<file path="src/pkg/fsp_regs.svh">
`ifndef FSP_REGS_SVH
`define FSP_REGS_SVH

// Register offsets (byte addresses on the plain register port)
`define FSP_ADDR_OPT       4'h0
`define FSP_ADDR_CFG       4'h1
`define FSP_ADDR_PROT      4'h2
`define FSP_ADDR_STAT      4'h3

// Option register fields
`define FSP_OPT_BACKDOOR_BIT 7
`define FSP_OPT_NORED_BIT  6
`define FSP_OPT_USED_MASK  8'hC3
`define FSP_SEC_UNSECURED  2'h2

// Configuration register fields
`define FSP_CFG_MASK       8'hE0
`define FSP_CFG_KEY_ACCESS_BIT 5

// Protection register fields
`define FSP_PROT_DIS_BIT   0

// Status register fields (clear by writing one)
`define FSP_STAT_VIOL_BIT  0
`define FSP_STAT_KEYOK_BIT 1

// Backdoor key window
`define FSP_KEY_BASE       16'hFFB0
`define FSP_KEY_BYTES      4'h8
`define FSP_KEY_LAST       3'h7

// Flash array geometry: protect_select scales by 512-byte blocks
`define FSP_BLOCK_SHIFT    9
`define FSP_FLASH_TOP      16'hFFFF

`endif

</file>
<file path="src/pkg/fsp_pkg.sv">
package fsp_pkg;
   typedef enum logic [1:0] {
      FSP_KEY_IDLE,
      FSP_KEY_FILL,
      FSP_KEY_DONE
   } fsp_key_state_type;
endpackage

</file>
<file path="src/design/fsp_protect.sv">
// The strobed register port and the placing of the registers were decided locally.
`timescale 1ns/1ns
`include "fsp_regs.svh"
module fsp_protect
   import fsp_pkg::*;
(
   // Clock and reset
   input  wire logic        CLK,
   input  wire logic        RSTN,
   // Nonvolatile bytes: option and protect bytes sampled while reset is low, key bytes used live
   input  wire logic [7:0]  NV_OPTION_BYTE,
   input  wire logic [7:0]  NV_PROTECT_BYTE,
   input  wire logic [63:0] BACKDOOR_KEY_BYTES,
   // Register port
   input  wire logic [3:0]  REG_ADDR,
   input  wire logic [7:0]  REG_WDATA,
   input  wire logic        REG_WR,
   input  wire logic        REG_RD,
   input  wire logic        REG_FROM_DEBUG,
   output logic [7:0]       REG_RDATA,
   // Flash array write path
   input  wire logic [15:0] MEM_WR_ADDR,
   input  wire logic [7:0]  MEM_WR_DATA,
   input  wire logic        MEM_WR,
   input  wire logic        MEM_FROM_SECURE,
   output logic             CMD_START,
   output logic [15:0]      CMD_ADDR,
   // Command launch check
   input  wire logic        CMD_LAUNCH,
   input  wire logic [15:0] CMD_TARGET,
   input  wire logic        BLANK_CHECK_OK,
   output logic             CMD_ACCEPT,
   // Memory access gating
   input  wire logic        ACCESS_REQ,
   input  wire logic        ACCESS_SECURE_SRC,
   output logic             ACCESS_GRANT,
   // Status
   output logic             SECURE,
   output logic             VECTOR_REDIRECT_EN,
   output logic             PROTECTION_VIOLATION_FLAG
);
   logic [7:0]  option_shadow_register_r;
   logic [7:0]  configuration_register_r;
   logic [7:0]  protection_shadow_register_r;
   logic [1:0]  security_field_r;
   logic        violation_r;
   logic        key_ok_r;
   logic [7:0]  rdata_r;
   logic        cmd_start_r;
   logic [15:0] cmd_addr_r;
   logic        cmd_accept_r;
   logic        grant_r;
   logic        in_reset_r;
   fsp_key_state_type key_state_r;

   logic        backdoor_enable;
   logic        key_access;
   logic        protection_disable;
   logic        in_key_range;
   logic        key_write;
   logic        key_access_clear;
   logic        key_all_seen;
   logic        key_match;
   logic        launch_protected;
   logic        wr_cfg;
   logic        wr_prot;
   logic        wr_stat;
   logic [2:0]  key_index;

   // Protected region: everything above the unprotected end address
   function automatic logic is_protected(input logic [7:0]  prot,
                                         input logic [15:0] addr);
      logic [15:0] unprot_end;
      unprot_end = 16'({prot[7:1], 9'h1FF});
      if (prot[`FSP_PROT_DIS_BIT])
         is_protected = 1'b0;
      else
         is_protected = addr > unprot_end;
   endfunction

   function automatic logic sec_is_secure(input logic [1:0] sec);
      sec_is_secure = (sec != `FSP_SEC_UNSECURED);
   endfunction

   assign backdoor_enable    =
      option_shadow_register_r[`FSP_OPT_BACKDOOR_BIT];
   assign key_access         =
      configuration_register_r[`FSP_CFG_KEY_ACCESS_BIT];
   assign protection_disable =
      protection_shadow_register_r[`FSP_PROT_DIS_BIT];
   assign in_key_range = (MEM_WR_ADDR >= `FSP_KEY_BASE)
      && (MEM_WR_ADDR < `FSP_KEY_BASE + 16'(`FSP_KEY_BYTES));
   assign key_index = MEM_WR_ADDR[2:0];
   assign key_write = MEM_WR && in_key_range && key_access
      && MEM_FROM_SECURE && backdoor_enable;
   assign wr_cfg  = REG_WR && (REG_ADDR == `FSP_ADDR_CFG);
   assign wr_prot = REG_WR && (REG_ADDR == `FSP_ADDR_PROT);
   assign wr_stat = REG_WR && (REG_ADDR == `FSP_ADDR_STAT);
   assign key_access_clear = wr_cfg && key_access
      && !REG_WDATA[`FSP_CFG_KEY_ACCESS_BIT];
   assign launch_protected =
      is_protected(protection_shadow_register_r, CMD_TARGET);

   fsp_key_compare u_key_compare (
      .CLK        (CLK),
      .RSTN       (RSTN),
      .clear      (key_access_clear),
      .byte_valid (key_write),
      .byte_index (key_index),
      .byte_data  (MEM_WR_DATA),
      .stored_key (BACKDOOR_KEY_BYTES),
      .all_seen   (key_all_seen),
      .match      (key_match)
   );

   // Shadow loads happen while reset is held, sampled on the clock
   always_ff @(posedge CLK) begin
      in_reset_r <= !RSTN;
      if (!RSTN) begin
         option_shadow_register_r <=
            NV_OPTION_BYTE & `FSP_OPT_USED_MASK;
      end
      // Otherwise no write path exists
   end

   always_ff @(posedge CLK) begin
      if (!RSTN) begin
         configuration_register_r <= 8'h00;
      end else if (wr_cfg) begin
         configuration_register_r <= REG_WDATA & `FSP_CFG_MASK;
      end
   end

   always_ff @(posedge CLK) begin
      if (!RSTN) begin
         protection_shadow_register_r <= NV_PROTECT_BYTE;
      end else if (wr_prot && REG_FROM_DEBUG && !protection_disable
                   && REG_WDATA[7:1]
                      < protection_shadow_register_r[7:1]) begin
         // Only growth of the protected block; disable bit freezes it
         protection_shadow_register_r <=
            {REG_WDATA[7:1], 1'b0};
      end
   end

   // Security field: reset value from option byte, unlocks stick to reset
   always_ff @(posedge CLK) begin
      if (!RSTN) begin
         security_field_r <= NV_OPTION_BYTE[1:0];
         key_state_r      <= FSP_KEY_IDLE;
      end else begin
         case (key_state_r)
            FSP_KEY_IDLE: begin
               if (key_write)
                  key_state_r <= FSP_KEY_FILL;
            end
            FSP_KEY_FILL: begin
               if (key_access_clear) begin
                  key_state_r <= FSP_KEY_DONE;
               end
            end
            FSP_KEY_DONE: begin
               key_state_r <= FSP_KEY_IDLE;
            end
            default: key_state_r <= FSP_KEY_IDLE;
         endcase
         if (key_access_clear && key_state_r == FSP_KEY_FILL
             && backdoor_enable && key_all_seen && key_match)
            security_field_r <= `FSP_SEC_UNSECURED;
         else if (BLANK_CHECK_OK)
            security_field_r <= `FSP_SEC_UNSECURED;
      end
   end

   always_ff @(posedge CLK) begin
      if (!RSTN) begin
         key_ok_r <= 1'b0;
      end else if (key_access_clear && key_state_r == FSP_KEY_FILL
                   && backdoor_enable && key_all_seen && key_match) begin
         key_ok_r <= 1'b1;
      end else if (wr_stat && REG_WDATA[`FSP_STAT_KEYOK_BIT]) begin
         key_ok_r <= 1'b0;
      end
   end

   // Set wins over a simultaneous write-one clear
   always_ff @(posedge CLK) begin
      if (!RSTN) begin
         violation_r <= 1'b0;
      end else if (CMD_LAUNCH && launch_protected) begin
         violation_r <= 1'b1;
      end else if (wr_stat && REG_WDATA[`FSP_STAT_VIOL_BIT]) begin
         violation_r <= 1'b0;
      end
   end

   always_ff @(posedge CLK) begin
      if (!RSTN) begin
         cmd_accept_r <= 1'b0;
      end else begin
         cmd_accept_r <= CMD_LAUNCH && !launch_protected;
      end
   end

   // Key-range writes start commands only while key access is clear
   always_ff @(posedge CLK) begin
      if (!RSTN) begin
         cmd_start_r <= 1'b0;
         cmd_addr_r  <= 16'h0000;
      end else begin
         cmd_start_r <= MEM_WR && !(in_key_range && key_access);
         if (MEM_WR)
            cmd_addr_r <= MEM_WR_ADDR;
      end
   end

   // Key writes from debug are silently dropped
   // (key_write requires MEM_FROM_SECURE)

   always_ff @(posedge CLK) begin
      if (!RSTN) begin
         grant_r <= 1'b0;
      end else begin
         grant_r <= ACCESS_REQ && (ACCESS_SECURE_SRC
            || !sec_is_secure(security_field_r));
      end
   end

   always_ff @(posedge CLK) begin
      if (!RSTN) begin
         rdata_r <= 8'h00;
      end else if (REG_RD) begin
         case (REG_ADDR)
            `FSP_ADDR_OPT:
               rdata_r <= {option_shadow_register_r[7:6], 4'h0,
                           security_field_r};
            `FSP_ADDR_CFG:  rdata_r <= configuration_register_r;
            `FSP_ADDR_PROT: rdata_r <= protection_shadow_register_r;
            `FSP_ADDR_STAT: rdata_r <= {6'h00, key_ok_r, violation_r};
            default:        rdata_r <= 8'h00;
         endcase
      end else begin
         rdata_r <= 8'h00;
      end
   end

   assign REG_RDATA          = rdata_r;
   assign CMD_START          = cmd_start_r;
   assign CMD_ADDR           = cmd_addr_r;
   assign CMD_ACCEPT         = cmd_accept_r;
   assign ACCESS_GRANT       = grant_r;
   assign SECURE             = sec_is_secure(security_field_r) || in_reset_r;
   assign VECTOR_REDIRECT_EN =
      !option_shadow_register_r[`FSP_OPT_NORED_BIT];
   assign PROTECTION_VIOLATION_FLAG = violation_r;
endmodule // fsp_protect

</file>
<file path="src/design/fsp_key_compare.sv">
`timescale 1ns/1ns
`include "fsp_regs.svh"
module fsp_key_compare
   import fsp_pkg::*;
(
   // Clock and reset
   input  wire logic        CLK,
   input  wire logic        RSTN,
   // Byte stream
   input  wire logic        clear,
   input  wire logic        byte_valid,
   input  wire logic [2:0]  byte_index,
   input  wire logic [7:0]  byte_data,
   input  wire logic [63:0] stored_key,
   // Result
   output logic             all_seen,
   output logic             match
);
   logic [7:0] seen_r;
   logic       match_r;

   function automatic logic [7:0] key_byte(input logic [63:0] k,
                                           input logic [2:0]  i);
      key_byte = k[{i, 3'h0} +: 8];
   endfunction

   // Each byte must arrive at its own ascending slot
   always_ff @(posedge CLK) begin
      if (!RSTN || clear) begin
         seen_r  <= 8'h00;
         match_r <= 1'b1;
      end else if (byte_valid) begin
         seen_r[byte_index] <= 1'b1;
         if (byte_data != key_byte(stored_key, byte_index)
             || (byte_index != 3'h0 && !seen_r[byte_index - 3'h1]))
            match_r <= 1'b0;
      end
   end

   assign all_seen = &seen_r;
   assign match    = match_r & all_seen;
endmodule // fsp_key_compare

</file>
<file path="config.mk">
export PLATFORM = sky130hd
export DESIGN_NAME = fsp_protect
export DESIGN_NICKNAME = d
export VERILOG_FILES = /design/src/pkg/fsp_pkg.sv /design/src/design/fsp_protect.sv /design/src/design/fsp_key_compare.sv
export VERILOG_INCLUDE_DIRS = /design/src /design/src/pkg
export SDC_FILE = /design/constraint.sdc
export NUM_CORES = 1
export LEC_CHECK = 0
export ABC_AREA = 1
export BUFFER_PORTS_ARGS = -buffer_cell sky130_fd_sc_hd__buf_2
export CAP_MARGIN = 30
export CORE_UTILIZATION = 50
export DETAILED_ROUTE_END_ITERATION = 10
export PLACE_DENSITY = 0.95
export REMOVE_ABC_BUFFERS = 1
export SLEW_MARGIN = 20
export SYNTH_ARGS = -nofsm -noshare
export SYNTH_HDL_FRONTEND = slang
export SYNTH_SLANG_ARGS = --single-unit
</file>
<file path="constraint.sdc">
create_clock -name CLK -period 3.8 [get_ports CLK]
set_input_delay 0.95 -clock CLK [delete_from_list [all_inputs] [get_ports CLK]]
set_output_delay 0.95 -clock CLK [all_outputs]
set_load 0.005 [all_outputs]
</file>
-- Word level (Yosys, flattened, before mapping)
Index checks and enable logic that the tools add are counted.
- register bits: 58
- input port bits: 143
- output and inout port bits: 30
- $add $sub $neg: 1
- $lt $le $gt $ge: 7
- equal/unequal tests: 10
- shifts and indexed selects: 1
- muxes and demuxes: 18
- bitwise logic cells: 2
- reductions and logical operators: 47
- operators by type and width (cell ; number):
    64-bit by 7-bit indexed part select with 8-bit output ; 1
    8-bit case mux with 4 select lines ; 1
    1-bit logical AND ; 26
    16-bit greater-or-equal comparator (second input constant) ; 1
    16-bit greater-than comparator ; 1
    16-bit less-than comparator (second input constant) ; 1
    8-bit two-way mux ; 2
    2-bit two-way mux ; 5
    4-bit by 2-bit equality test with 1-bit output (second input constant) ; 2
    1-bit logical NOT ; 8
    3-bit by 4-bit less-than comparator with 1-bit output (second input constant) ; 2
    8-bit != test ; 1
    8-bit bitwise OR ; 1
    8-bit AND reduction ; 1
    7-bit less-than comparator ; 1
    1-bit two-way mux ; 7
    2-bit != test (second input constant) ; 3
    2-bit AND reduction ; 3
    4-bit by 1-bit equality test with 1-bit output (second input constant) ; 1
    4-bit logical NOT ; 1
    1-bit logical OR ; 4
    2-bit case mux with 2 select lines ; 1
    2-bit nonzero test ; 2
    1-bit binary-select mux with 3-bit select ; 1
    9 further kinds ; 9

-- Depth between registers and ports, before layout
Gate-level depths: netlist of run 1.
- depth in word-level cells: 10
- mapped depth: 17
- depth with buffers taken out: 15

-- Hierarchy
A second synthesis of run 1 with hierarchy kept.
- cells, all modules: 567
- area total of the unflattened synthesis: 3648.5 sq um
- by module, submodules not included (module ; times used ; cells an instance ; area an instance (sq um)):
    fsp_protect ; 1 ; 292 ; 2263.4
    fsp_key_compare ; 1 ; 275 ; 1385.1

-- Worst setup path after synthesis of run 1
OpenSTA, ideal clock, no wires.
- path type: input -> register
- start point: in REG_WDATA[7]
- end point: reg protection_shadow_register_r[0] (enable)
- library setup time: 0.398 ns
- data arrival time: 2.497 ns
- required time: 3.402 ns
- setup slack: 0.905 ns
- cell stages on the path: 4
- buffers on the path: 0
- cell sequence: ha_1 > a21oi_1 > o21ai_0 > o41ai_1
- word-level cells in the longest chain between the ends: 3
- RTL lines (item ; line ; text):
    from (decl) ; fsp_protect.sv:16 ; input wire logic [7:0] REG_WDATA,
    7-bit less-than comparator ; fsp_protect.sv:139 ; < protection_shadow_register_r[7:1]) begin
    1-bit logical AND ; fsp_protect.sv:138 ; && REG_WDATA[7:1]
    2-bit by 1-bit != test with 1-bit output (no line) ; -- ;
    to (signal assigned) ; fsp_protect.sv:141 ; protection_shadow_register_r <=
    to (decl) ; fsp_protect.sv:44 ; logic [7:0] protection_shadow_register_r;
No other way between the ends.
A chain may end at the register's enable or synchronous reset.

-- Final worst setup path of run 1
Ends and elaborated chain as after synthesis.

==> run metrics, run 1 <==
Critical Path Fanout Max 5; unrepaired setup endpoints after global routing no; max-cap violation count 0; Worst-path clk slew 0.09 ns; RD Place Congestion 0.867; mux contribution to synthesized area 0%; # rows 29; CP top delay family compound AO/OA/AOI/OAI gates; post-synthesis cell type count 38; die area 7210 um^2; crit path DAT 2.70 ns; Power Density 303 nW/um^2; minimum clock period 2.67 ns; total grt overflow 0; P_leak 2.39 nW; Routed WL 9.31 mm; postcts setup bufs 0; CTS buffer count 5; DR iter-0 viols 201; Async SR Flop Fraction 0%; Final Max Tran Viols 0; Hold/Removal Path Class register to register; drt pass-1 iters 11; most frequent cells in the layout buf_2 (168), nand2_1 (152), inv_1 (72); starting density of the core 52.9%; DR vias 3888; post-CTS sizing 0; H-tree Lvls 2; slowest stage cell, crit path o41ai_1; Via density 5.14; CP Class primary input to register; largest family of logic cells by synthesized area simple AND/OR/NAND/NOR gates; insertion delay to the later sink of the worst-skew pair 0.32 ns; Fmax 375 MHz; share of layout cells above drive strength 1 27.5%; # hold bufs at CTS 0; CTS tree done; Sw Share 27.9%; Wirelength per Cell 12.3 um; status complete, but fails checks; xor/xnor cell area share of the yosys netlist 0.510%; Buf/Inv on CP 2; Final #Nets 836; mapped cell area 3440 um^2; Final TNS setup 0 ns; Max-Slew Margin vs Limit 45.9%; CP cell instances buf_2, ha_1, a21oi_1, o21ai_0, o41ai_1, buf_4; Clock Path Buffers 2; Comb power frac 21.8%; internal power consumption 961 uW; Synth Area in Adders 5.46%; Clock power frac 29.7%; WHS 0.473 ns; simple logic cell fraction of the synthesized area 33.0%; CTS sink cnt 56; Setup-failing EPs final 0; ANT cells 0; failing checks design-rule violations; first-pass GRT wire length 15.4 mm; commonest non-fill, non-tap cell in the layout buf_2; sequential share of power 48.5%; Slew @ Worst Pin 0.801 ns; Std-Cell Core Area 6490 um^2; synthesis-stage register bit count 56; peak per-stage delay on the critical path 0.77 ns; largest net degree at the start of global routing 45; Psw 371 uW; Clock Tree Root clkbuf_8; vias in the first global route 3697; Post-Synthesis Cells 519; DRC 13; sequential area share after synthesis 36.1%; Startpoint Class primary input; synthesized area per cell 6.62 um^2; Port Buffers 168; HPWL Detailed 7.31 mm; worst path required time 3.84 ns; Die Width 84.9 um; # IOs 173; Die Height 84.9 um; Synth Area in Compound Gates 13.1%; Post-synth EDFFs 12; Hold Vio Cnt, Final 0; Area Overhead vs Synth 27.8%; overall routing resource usage 26.5%; Synth Flop Type dfxtp_1; Warnings, synthesis 0; Peak supply drop 0.000187 V; antenna-violating nets left 0; initial antenna violation count 0; CP Capture Type register; Reg2Reg Setup Slack 1.44 ns; Setup Skew 0.0122 ns; Tcrit/Tclk final 70.2%
[cells by family (layout without fill, tap and decap cells)]
logic type,after synthesis,in the layout
flip-flops,56,56
buffers and inverters,94,254
AO/OA/AOI/OAI,83,83
adder cells (fa/ha/maj),15,15
AND/OR/NAND/NOR,269,269
XOR/XNOR,2,2
[Yosys cell counts (9+ instances only)]
master    count  area, um^2
nand2_1     152         571
a21oi_1      33         165
nand3_1      30         150
o21ai_0      29         145
nor3_1        9        45.0
nor2_1       56         210
inv_1        72         270
o21ai_1       9        45.0
nand4_1       9        56.3
edfxtp_1     12         360
dfxtp_1      44         881
ha_1         15         188
[per-layer routing]
| layer | wire [um] | vias up | share of wire (%) | GRT usage (%) |
|---|---|---|---|---|
| li1 | - | 1983 | - | - |
| met1 | 3620 | 1694 | 39 | 29.1 |
| met2 | 4780 | 187 | 51 | 49.7 |
| met3 | 693 | 24 | 7.4 | 5.16 |
| met4 | 214 | 0 | 2.3 | 10.9 |
| met5 | 0 | - | 0 | 0 |
[registers in the layout, indices dropped and copies added (netlist names)]
register / count
key_ok_r: 1
security_field_r: 2
protection_shadow_register_r: 8
REG_RDATA: 8
CMD_START: 1
CMD_ADDR: 16
key_state_r: 2
CMD_ACCEPT: 1
u_key_compare.match_r: 1
in_reset_r: 1
option_shadow_register_r: 2
ACCESS_GRANT: 1
PROTECTION_VIOLATION_FLAG: 1
u_key_compare.seen_r: 8
configuration_register_r: 3
[layout make-up]
| cell class | count | area (um^2) |
|---|---|---|
| timing repair buffer | 171 | 863 |
| inverter | 75 | 284 |
| clock inverter | 3 | 47.5 |
| tap | 77 | 96.3 |
| multi-input combinational | 369 | 1790 |
| fill | 529 | 2100 |
| clock buffer | 5 | 68.8 |
| sequential | 56 | 1240 |
[tightest hold or removal path: stages, from the launching register on]
cell,delay [ns]
dfxtp_1,0.31
inv_1,0.07
a21oi_1,0.06
[power groups by stage]
| stage | clock network, mW | logic (mW) | registers (mW) |
|---|---|---|---|
| after floorplan | 0 | 0.142 | 0.659 |
| after global placement | 0 | 0.276 | 0.659 |
| after detailed placement | 0 | 0.288 | 0.660 |
| after CTS | 0.403 | 0.289 | 0.647 |
| after global routing | 0.425 | 0.330 | 0.650 |
| final | 0.396 | 0.290 | 0.647 |
[stage by stage]
stage	util [%]	total power, mW	instances	instance area (um^2)	setup slack, ns
global route	67.6	1.40	756	4390	0.985
floorplan	-	0.801	500	3320	0.905
CTS	67.6	1.34	756	4390	1.14
detailed placement	65.8	0.948	748	4280	0.804
global placement	65.8	0.935	748	4280	0.859
finish	67.6	1.33	756	4390	1.13
[worst paths after layout]
path	end	depth (start not counted)	startpoint
max	protection_shadow_register_r[0]	6	REG_WDATA[7]
min	configuration_register_r[7]	2	configuration_register_r[7]
max reg2reg	protection_shadow_register_r[0]	6	protection_shadow_register_r[7]
min reg2reg	configuration_register_r[7]	2	configuration_register_r[7]
No activity file was read; power rests on OpenSTA's default activity.
==> run 2, diff against run 1 <==
--- a/config.mk
+++ b/config.mk
@@ -6,12 +6,12 @@
 export SDC_FILE = /design/constraint.sdc
 export NUM_CORES = 1
 export LEC_CHECK = 0
-export ABC_AREA = 1
+export ABC_AREA = 0
 export BUFFER_PORTS_ARGS = -buffer_cell sky130_fd_sc_hd__buf_2
 export CAP_MARGIN = 30
-export CORE_UTILIZATION = 50
+export CORE_UTILIZATION = 45
 export DETAILED_ROUTE_END_ITERATION = 10
-export PLACE_DENSITY = 0.95
+export PLACE_DENSITY = 0.89
 export REMOVE_ABC_BUFFERS = 1
 export SLEW_MARGIN = 20
 export SYNTH_ARGS = -nofsm -noshare
==> constraint.sdc (replaced) <==
create_clock -name CLK -period 2.6 [get_ports CLK]
set_input_delay 0.65 -clock CLK [delete_from_list [all_inputs] [get_ports CLK]]
set_output_delay 0.65 -clock CLK [all_outputs]
set_load 0.005 [all_outputs]
==> run 2 against run 1 <==
Compared with the run above: the flow now finishes without violations; combinational power is 39% higher; flip-flop and latch count stayed put; register-to-register slack worse by 1.1 ns; utilization is 5.2 points lower; sequential share of layout area is 1.0 points higher; total power is 37% higher; non-clock buffer count is 12 higher; worst hold slack worse by 0.017 ns; first-iteration DRC count is 28% lower; largest cell class unchanged; largest power group unchanged.
==> run metrics, run 2 <==
Setup-failing EPs final 0 (unchanged); Std-Cell Core Area 6790 um^2 (+4.6%); RR Endpoint protection_shadow_register_r[2]; post-CTS sizing 0 (unchanged); Warnings, synthesis 0 (unchanged); insertion delay to the later sink of the worst-skew pair 0.31 ns (about the same); starting density of the core 46.4% (-6.5 points); Async SR Flop Fraction 0% (unchanged); synthesis-stage register bit count 56 (unchanged); Final #Nets 630 (-25%); Setup Skew 0.00751 ns (-0.00474 ns); Area Overhead vs Synth 34.5%; CTS buffer count 5 (unchanged); Wirelength per Cell 14.6 um (+19%); status completed; Post-Synthesis Cells 296 (-43%); CP Class primary input to register; Comb power frac 22.1% (+0.3 points); Max-Slew Margin vs Limit 49.8% (+3.9 points); sequential area share after synthesis 39.4% (+3.3 points); area leader, netlist dfxtp_1; sequential share of power 51.6% (+3.1 points); Critical Path Fanout Max 6 (+1); synthesized area per cell 10.7 um^2 (+61%); Tcrit/Tclk final 89.4%; Die Width 85.7 um (+0.94%); internal power consumption 1.34 mW (+40%); minimum clock period 2.32 ns; Port Buffers 168 (unchanged); CP Capture Type register; CTS sink cnt 56 (unchanged); # IOs 173 (unchanged); ANT cells 0 (unchanged); Sw Share 26.4% (-1.5 points); crit path DAT 2.59 ns (-0.11 ns); Via density 5.25 (+2.0%); Slew @ Worst Pin 0.752 ns (-0.0489 ns); die area 7350 um^2 (+1.9%); CTS tree done; top-count cell post-synth nor2_1; Post-synth EDFFs 12 (unchanged); # rows 30 (+3.4%); Fmax 430 MHz; Setup crit start MEM_WR_ADDR[0]; DR iter-0 viols 145 (-28%); post-synthesis cell type count 46 (+21%); vias in the first global route 2919 (-21%); DR vias 2985 (-23%); postcts setup bufs 0 (unchanged); WHS 0.455 ns (-0.0174 ns); Final Max Tran Viols 0 (unchanged); total grt overflow 0 (unchanged); Critical R2R Launch protection_shadow_register_r[2]; Placement Cell Area 4150 um^2 (-2.9%); Clock Path Buffers 2 (unchanged); Die Height 85.7 um (+0.94%); mapped cell area 3150 um^2 (-8.3%); Worst-path clk slew 0.10 ns (about the same); Setup crit end u_key_compare.match_r; overall routing resource usage 22.3% (-4.2 points); Finished Cell Area 4240 um^2 (-3.5%); P_leak 2.11 nW (-12%); worst path required time 2.86 ns (-0.98 ns); initial antenna violation count 0 (unchanged); max-cap violation count 0 (unchanged); Hold/Removal Path Class register to register; Startpoint Class primary input; max reg flops 16 (unchanged); top cell type's share of synthesized area 27.9% (+2.3 points); Power Density 430 nW/um^2 (+42%); Hold Vio Cnt, Final 0 (unchanged); share of layout cells above drive strength 1 44.0% (+16 points); largest net degree at the start of global routing 23 (-49%); Reg2Reg Setup Slack 0.37 ns (-1.07 ns); drt pass-1 iters 4 (-7); DRC 0 (-13); H-tree Lvls 2 (unchanged); Routed WL 8.32 mm (-11%); Peak supply drop 0.000304 V (+62%); Clock Tree Root clkbuf_8; HPWL Detailed 6.87 mm (-6.0%); number of cells on the worst reg-to-reg path 9 (+3); unrepaired setup endpoints after global routing no; most frequent cells in the layout buf_2 (168), nor2_1 (46), dfxtp_1 (44); commonest non-fill, non-tap cell in the layout buf_2; Psw 482 uW (+30%); top cells by area, synth dfxtp_1 (28%), edfxtp_1 (11%), mux2i_1 (9.8%), mux4_2 (6.4%), ha_1 (6.0%); # hold bufs at CTS 0 (unchanged); synth cell count leaders nor2_1 (46), dfxtp_1 (44), mux2i_1 (31), ha_1 (15), inv_1 (13); Clock power frac 26.2% (-3.5 points); first-pass GRT wire length 12.8 mm (-17%); antenna-violating nets left 0 (unchanged); Synth Flop Type dfxtp_1; RD Place Congestion 0.888 (+2.5%)
## run 2: kinds of logic after synthesis
kind of cell	after synthesis	synth area share, %
flops	56	39.4
compound gates	38	8.06
fa+ha+maj	15	5.95
mux	54	24.6
simple gates	97	15.4
buf+inv	28	4.44
xor+xnor	8	2.22
## run 2: power by group through the flow
stage | combinational, mW | clock, mW | sequential (mW)
2_1_floorplan | 0.185 | 0 | 0.961
3_3_place_gp | 0.389 | 0 | 0.960
3_5_place_dp | 0.403 | 0 | 0.961
4_1_cts | 0.404 | 0.496 | 0.942
5_1_grt | 0.442 | 0.524 | 0.946
6_report | 0.404 | 0.478 | 0.942
## run 2: critical path, cell delays in order
cell,delay (ns)
buf_2,0.16
buf_4,0.19
mux4_2,0.51
mux2i_1,0.20
xor2_1,0.19
nand4_1,0.10
a2111oi_1,0.36
a221o_1,0.21
## run 2: worst min-delay path by stage
stage | from | endpoint | slack (ns) | cells past startpoint
after floorplan | key_state_r[1] | key_state_r[0] | 0.42 | 1
after global placement | key_state_r[1] | key_state_r[0] | 0.43 | 1
after detailed placement | key_state_r[1] | key_state_r[0] | 0.45 | 1
after CTS | key_state_r[1] | key_state_r[0] | 0.45 | 1
after global routing | key_state_r[1] | key_state_r[0] | 0.46 | 1
final | key_state_r[1] | key_state_r[0] | 0.46 | 1
## run 2: per-stage QoR
stage	setup slack [ns]	TNS [ns]	instances	utilization [%]	power, mW
floorplan	0.125	0	282	-	1.15
global placement	-0.0131	-0.0131	561	61.1	1.35
detailed placement	-0.0756	-0.0756	561	61.1	1.36
CTS	0.275	0	569	62.4	1.84
global route	0.0886	0	569	62.4	1.91
finish	0.277	0	569	62.4	1.82
## run 2: final cells by class
| cell class | count | area, um^2 |
|---|---|---|
| Inverter | 14 | 52.6 |
| Timing Repair Buffer | 183 | 966 |
| Multi-Input combinational cell | 212 | 1770 |
| Clock buffer | 5 | 68.8 |
| Fill cell | 542 | 2550 |
| Sequential cell | 56 | 1240 |
| Clock inverter | 3 | 20.0 |
| Tap cell | 96 | 120 |
## run 2: layer usage
metal / routed length (um) / vias up / track usage [%]
met3: 665 / 22 / 6.16
li1: - / 1448 / -
met4: 263 / 0 / 11.7
met5: 0 / - / 0
met2: 4100 / 164 / 36.7
met1: 3300 / 1351 / 26.8
==> run 3, diff against run 2 <==
==> constraint.sdc (replaced) <==
create_clock -name CLK -period 2.35 [get_ports CLK]
set_input_delay 0.5875 -clock CLK [delete_from_list [all_inputs] [get_ports CLK]]
set_output_delay 0.5875 -clock CLK [all_outputs]
set_load 0.005 [all_outputs]
==> run 3 against run 2 <==
Compared with the run above: clock skew increased by 0.00070 ns; worst hold slack got worse by 0.0073 ns; flip-flop and latch count unchanged; first-iteration DRC count decreased by 2.1%; cell count increased by 0.70%; clock power increased by 12%; critical path type is now register to register; critical endpoint is now protection_shadow_register_r[7]; largest cell class unchanged.
==> run metrics, run 3 (synthesized netlist as in run 2, its figures left out) <==
first-pass GRT wire length 13.6 mm (+6.2%); CTS tree done; peak per-stage delay on the critical path 0.39 ns (-0.12 ns); antenna-violating nets left 0 (unchanged); CTS buffer count 5 (unchanged); status completed; Psw 548 uW (+14%); DR vias 3014 (+0.97%); Std-Cell Core Area 6790 um^2 (unchanged); Area Overhead vs Synth 36.2%; Buf/Inv on CP 2 (unchanged); worst path required time 2.39 ns (-0.47 ns); max reg flops 16 (unchanged); postcts setup bufs 0 (unchanged); P_leak 2.14 nW (+1.0%); Slew @ Worst Pin 0.468 ns (-0.284 ns); # rows 30 (unchanged); Comb power frac 22.7% (+0.6 points); minimum clock period 2.27 ns; drt pass-1 iters 4 (unchanged); HPWL Detailed 7.30 mm (+6.2%); Wirelength per Cell 15.4 um (+5.5%); Clock Path Buffers 2 (unchanged); largest net degree at the start of global routing 23 (unchanged); vias in the first global route 3039 (+4.1%); Hold Vio Cnt, Final 0 (unchanged); crit path DAT 2.31 ns (-0.28 ns); Die Height 85.7 um (unchanged); register area 1240 um^2 (unchanged); # fillers 548 (+1.1%); Worst-path clk slew 0.10 ns (about the same); Final Max Tran Viols 0 (unchanged); CTS sink cnt 56 (unchanged); commonest non-fill, non-tap cell in the layout buf_2; Placement Cell Area 4190 um^2 (+1.0%); Sw Share 26.9% (+0.45 points); Setup-failing EPs final 0 (unchanged); CP cell instances inv_1, ha_1, a21o_1, a21o_1, a21o_1, a21o_1, a211o_1, o211ai_1, buf_4; most frequent cells in the layout buf_2 (168), nor2_1 (46), dfxtp_1 (44); sequential share of power 51.1% (-0.5 points); ANT cells 0 (unchanged); Port Buffers 168 (unchanged); DRC 0 (unchanged); Final TNS setup 0 ns (unchanged); insertion delay to the later sink of the worst-skew pair 0.31 ns (about the same); Power Density 475 nW/um^2 (+10%); H-tree Lvls 2 (unchanged); RD Place Congestion 0.886 (-0.24%); Via density 5.26 (+0.27%); Clock power frac 26.2% (about the same); Final #Nets 634 (+0.63%); Finished Cell Area 4290 um^2 (+1.2%); slowest stage cell, crit path edfxtp_1; Routed WL 8.84 mm (+6.3%); internal power consumption 1.49 mW (+11%); Startpoint Class register; Max-Slew Margin vs Limit 68.4% (+19 points); CP most frequent cell a21o_1; CP Class register to register; unrepaired setup endpoints after global routing no; total grt overflow 0 (unchanged); Peak supply drop 0.000383 V (+26%); Tcrit/Tclk final 96.5%; Total Power 2.04 mW (+12%); DR iter-0 viols 142 (-2.1%); # IOs 173 (unchanged); initial antenna violation count 0 (unchanged); CP Capture Type register; Critical Path Fanout Max 4 (-2); Die Width 85.7 um (unchanged); starting density of the core 46.4% (unchanged); CP top delay family compound AO/OA/AOI/OAI gates; max-cap violation count 0 (unchanged); Fmax 441 MHz; share of layout cells above drive strength 1 44.7% (+0.68 points); Setup Skew 0.00821 ns (+0.000704 ns); Hold/Removal Path Class primary input to register; Multi-input gate area 1780 um^2 (+0.64%); # hold bufs at CTS 0 (unchanged); overall routing resource usage 23.5% (+1.2 points); die area 7350 um^2 (unchanged); Clock Tree Root clkbuf_8
-- run 3: cell count changes in the layout (fill, tap and decap cells not counted) --
cell	delta
buf_4	+3
a2111oi_2	+2
a2111oi_0	-1
a2111oi_1	-1
buf_12	+1
clkbuf_1	+1
clkinv_2	-1
clkinv_4	+1
inv_6	-1
-- run 3: area by class of cell --
type	instances	area share, %
Clock buffer	6	1.69
Clock inverter	2	0.350
Inverter	14	1.22
Multi-Input combinational cell	212	41.5
Sequential cell	56	28.9
Tap cell	96	2.80
Timing Repair Buffer	187	23.5
-- run 3: per-layer routing --
layer  part of all wire, %  up-vias  GRT usage, %
li1                      -     1461             -
met1                    40     1399          26.4
met2                    51      135          43.1
met3                   6.5       19          5.87
met4                   2.2        0          8.33
met5                     0        -             0
-- run 3: per-stage QoR --
stage,hold WS [ns],util [%],std cells,worst slack [ns]
after floorplan,0.415,-,282,-0.0626
after global placement,0.421,61.7,565,-0.217
after detailed placement,0.438,61.7,565,-0.310
after CTS,0.440,63.0,573,0.0299
after global routing,0.433,63.2,573,0.000774
final,0.448,63.2,573,0.0812
-- run 3: final timing paths --
| kind | startpoint | end | slack [ns] | cells past startpoint |
|---|---|---|---|---|
| setup / recovery | protection_shadow_register_r[2] | protection_shadow_register_r[7] | 0.08 | 9 |
| hold / removal | NV_OPTION_BYTE[6] | option_shadow_register_r[6] | 0.45 | 1 |
| setup reg to reg | protection_shadow_register_r[2] | protection_shadow_register_r[7] | 0.08 | 9 |
| hold reg to reg | key_state_r[1] | key_state_r[1] | 0.45 | 1 |
-- run 3: power by group through the flow --
stage | clock network [mW] | logic, mW | registers, mW
after global placement | 0 | 0.434 | 1.06
final | 0.534 | 0.463 | 1.04
after global routing | 0.582 | 0.503 | 1.05
after floorplan | 0 | 0.205 | 1.06
after CTS | 0.543 | 0.460 | 1.04
after detailed placement | 0 | 0.458 | 1.06
-- run 3: timing repair --
item	4_1_cts	5_1_grt
resized for setup	0	3
endpoints found under the setup margin	0	1
hold endpoints to repair	0	0
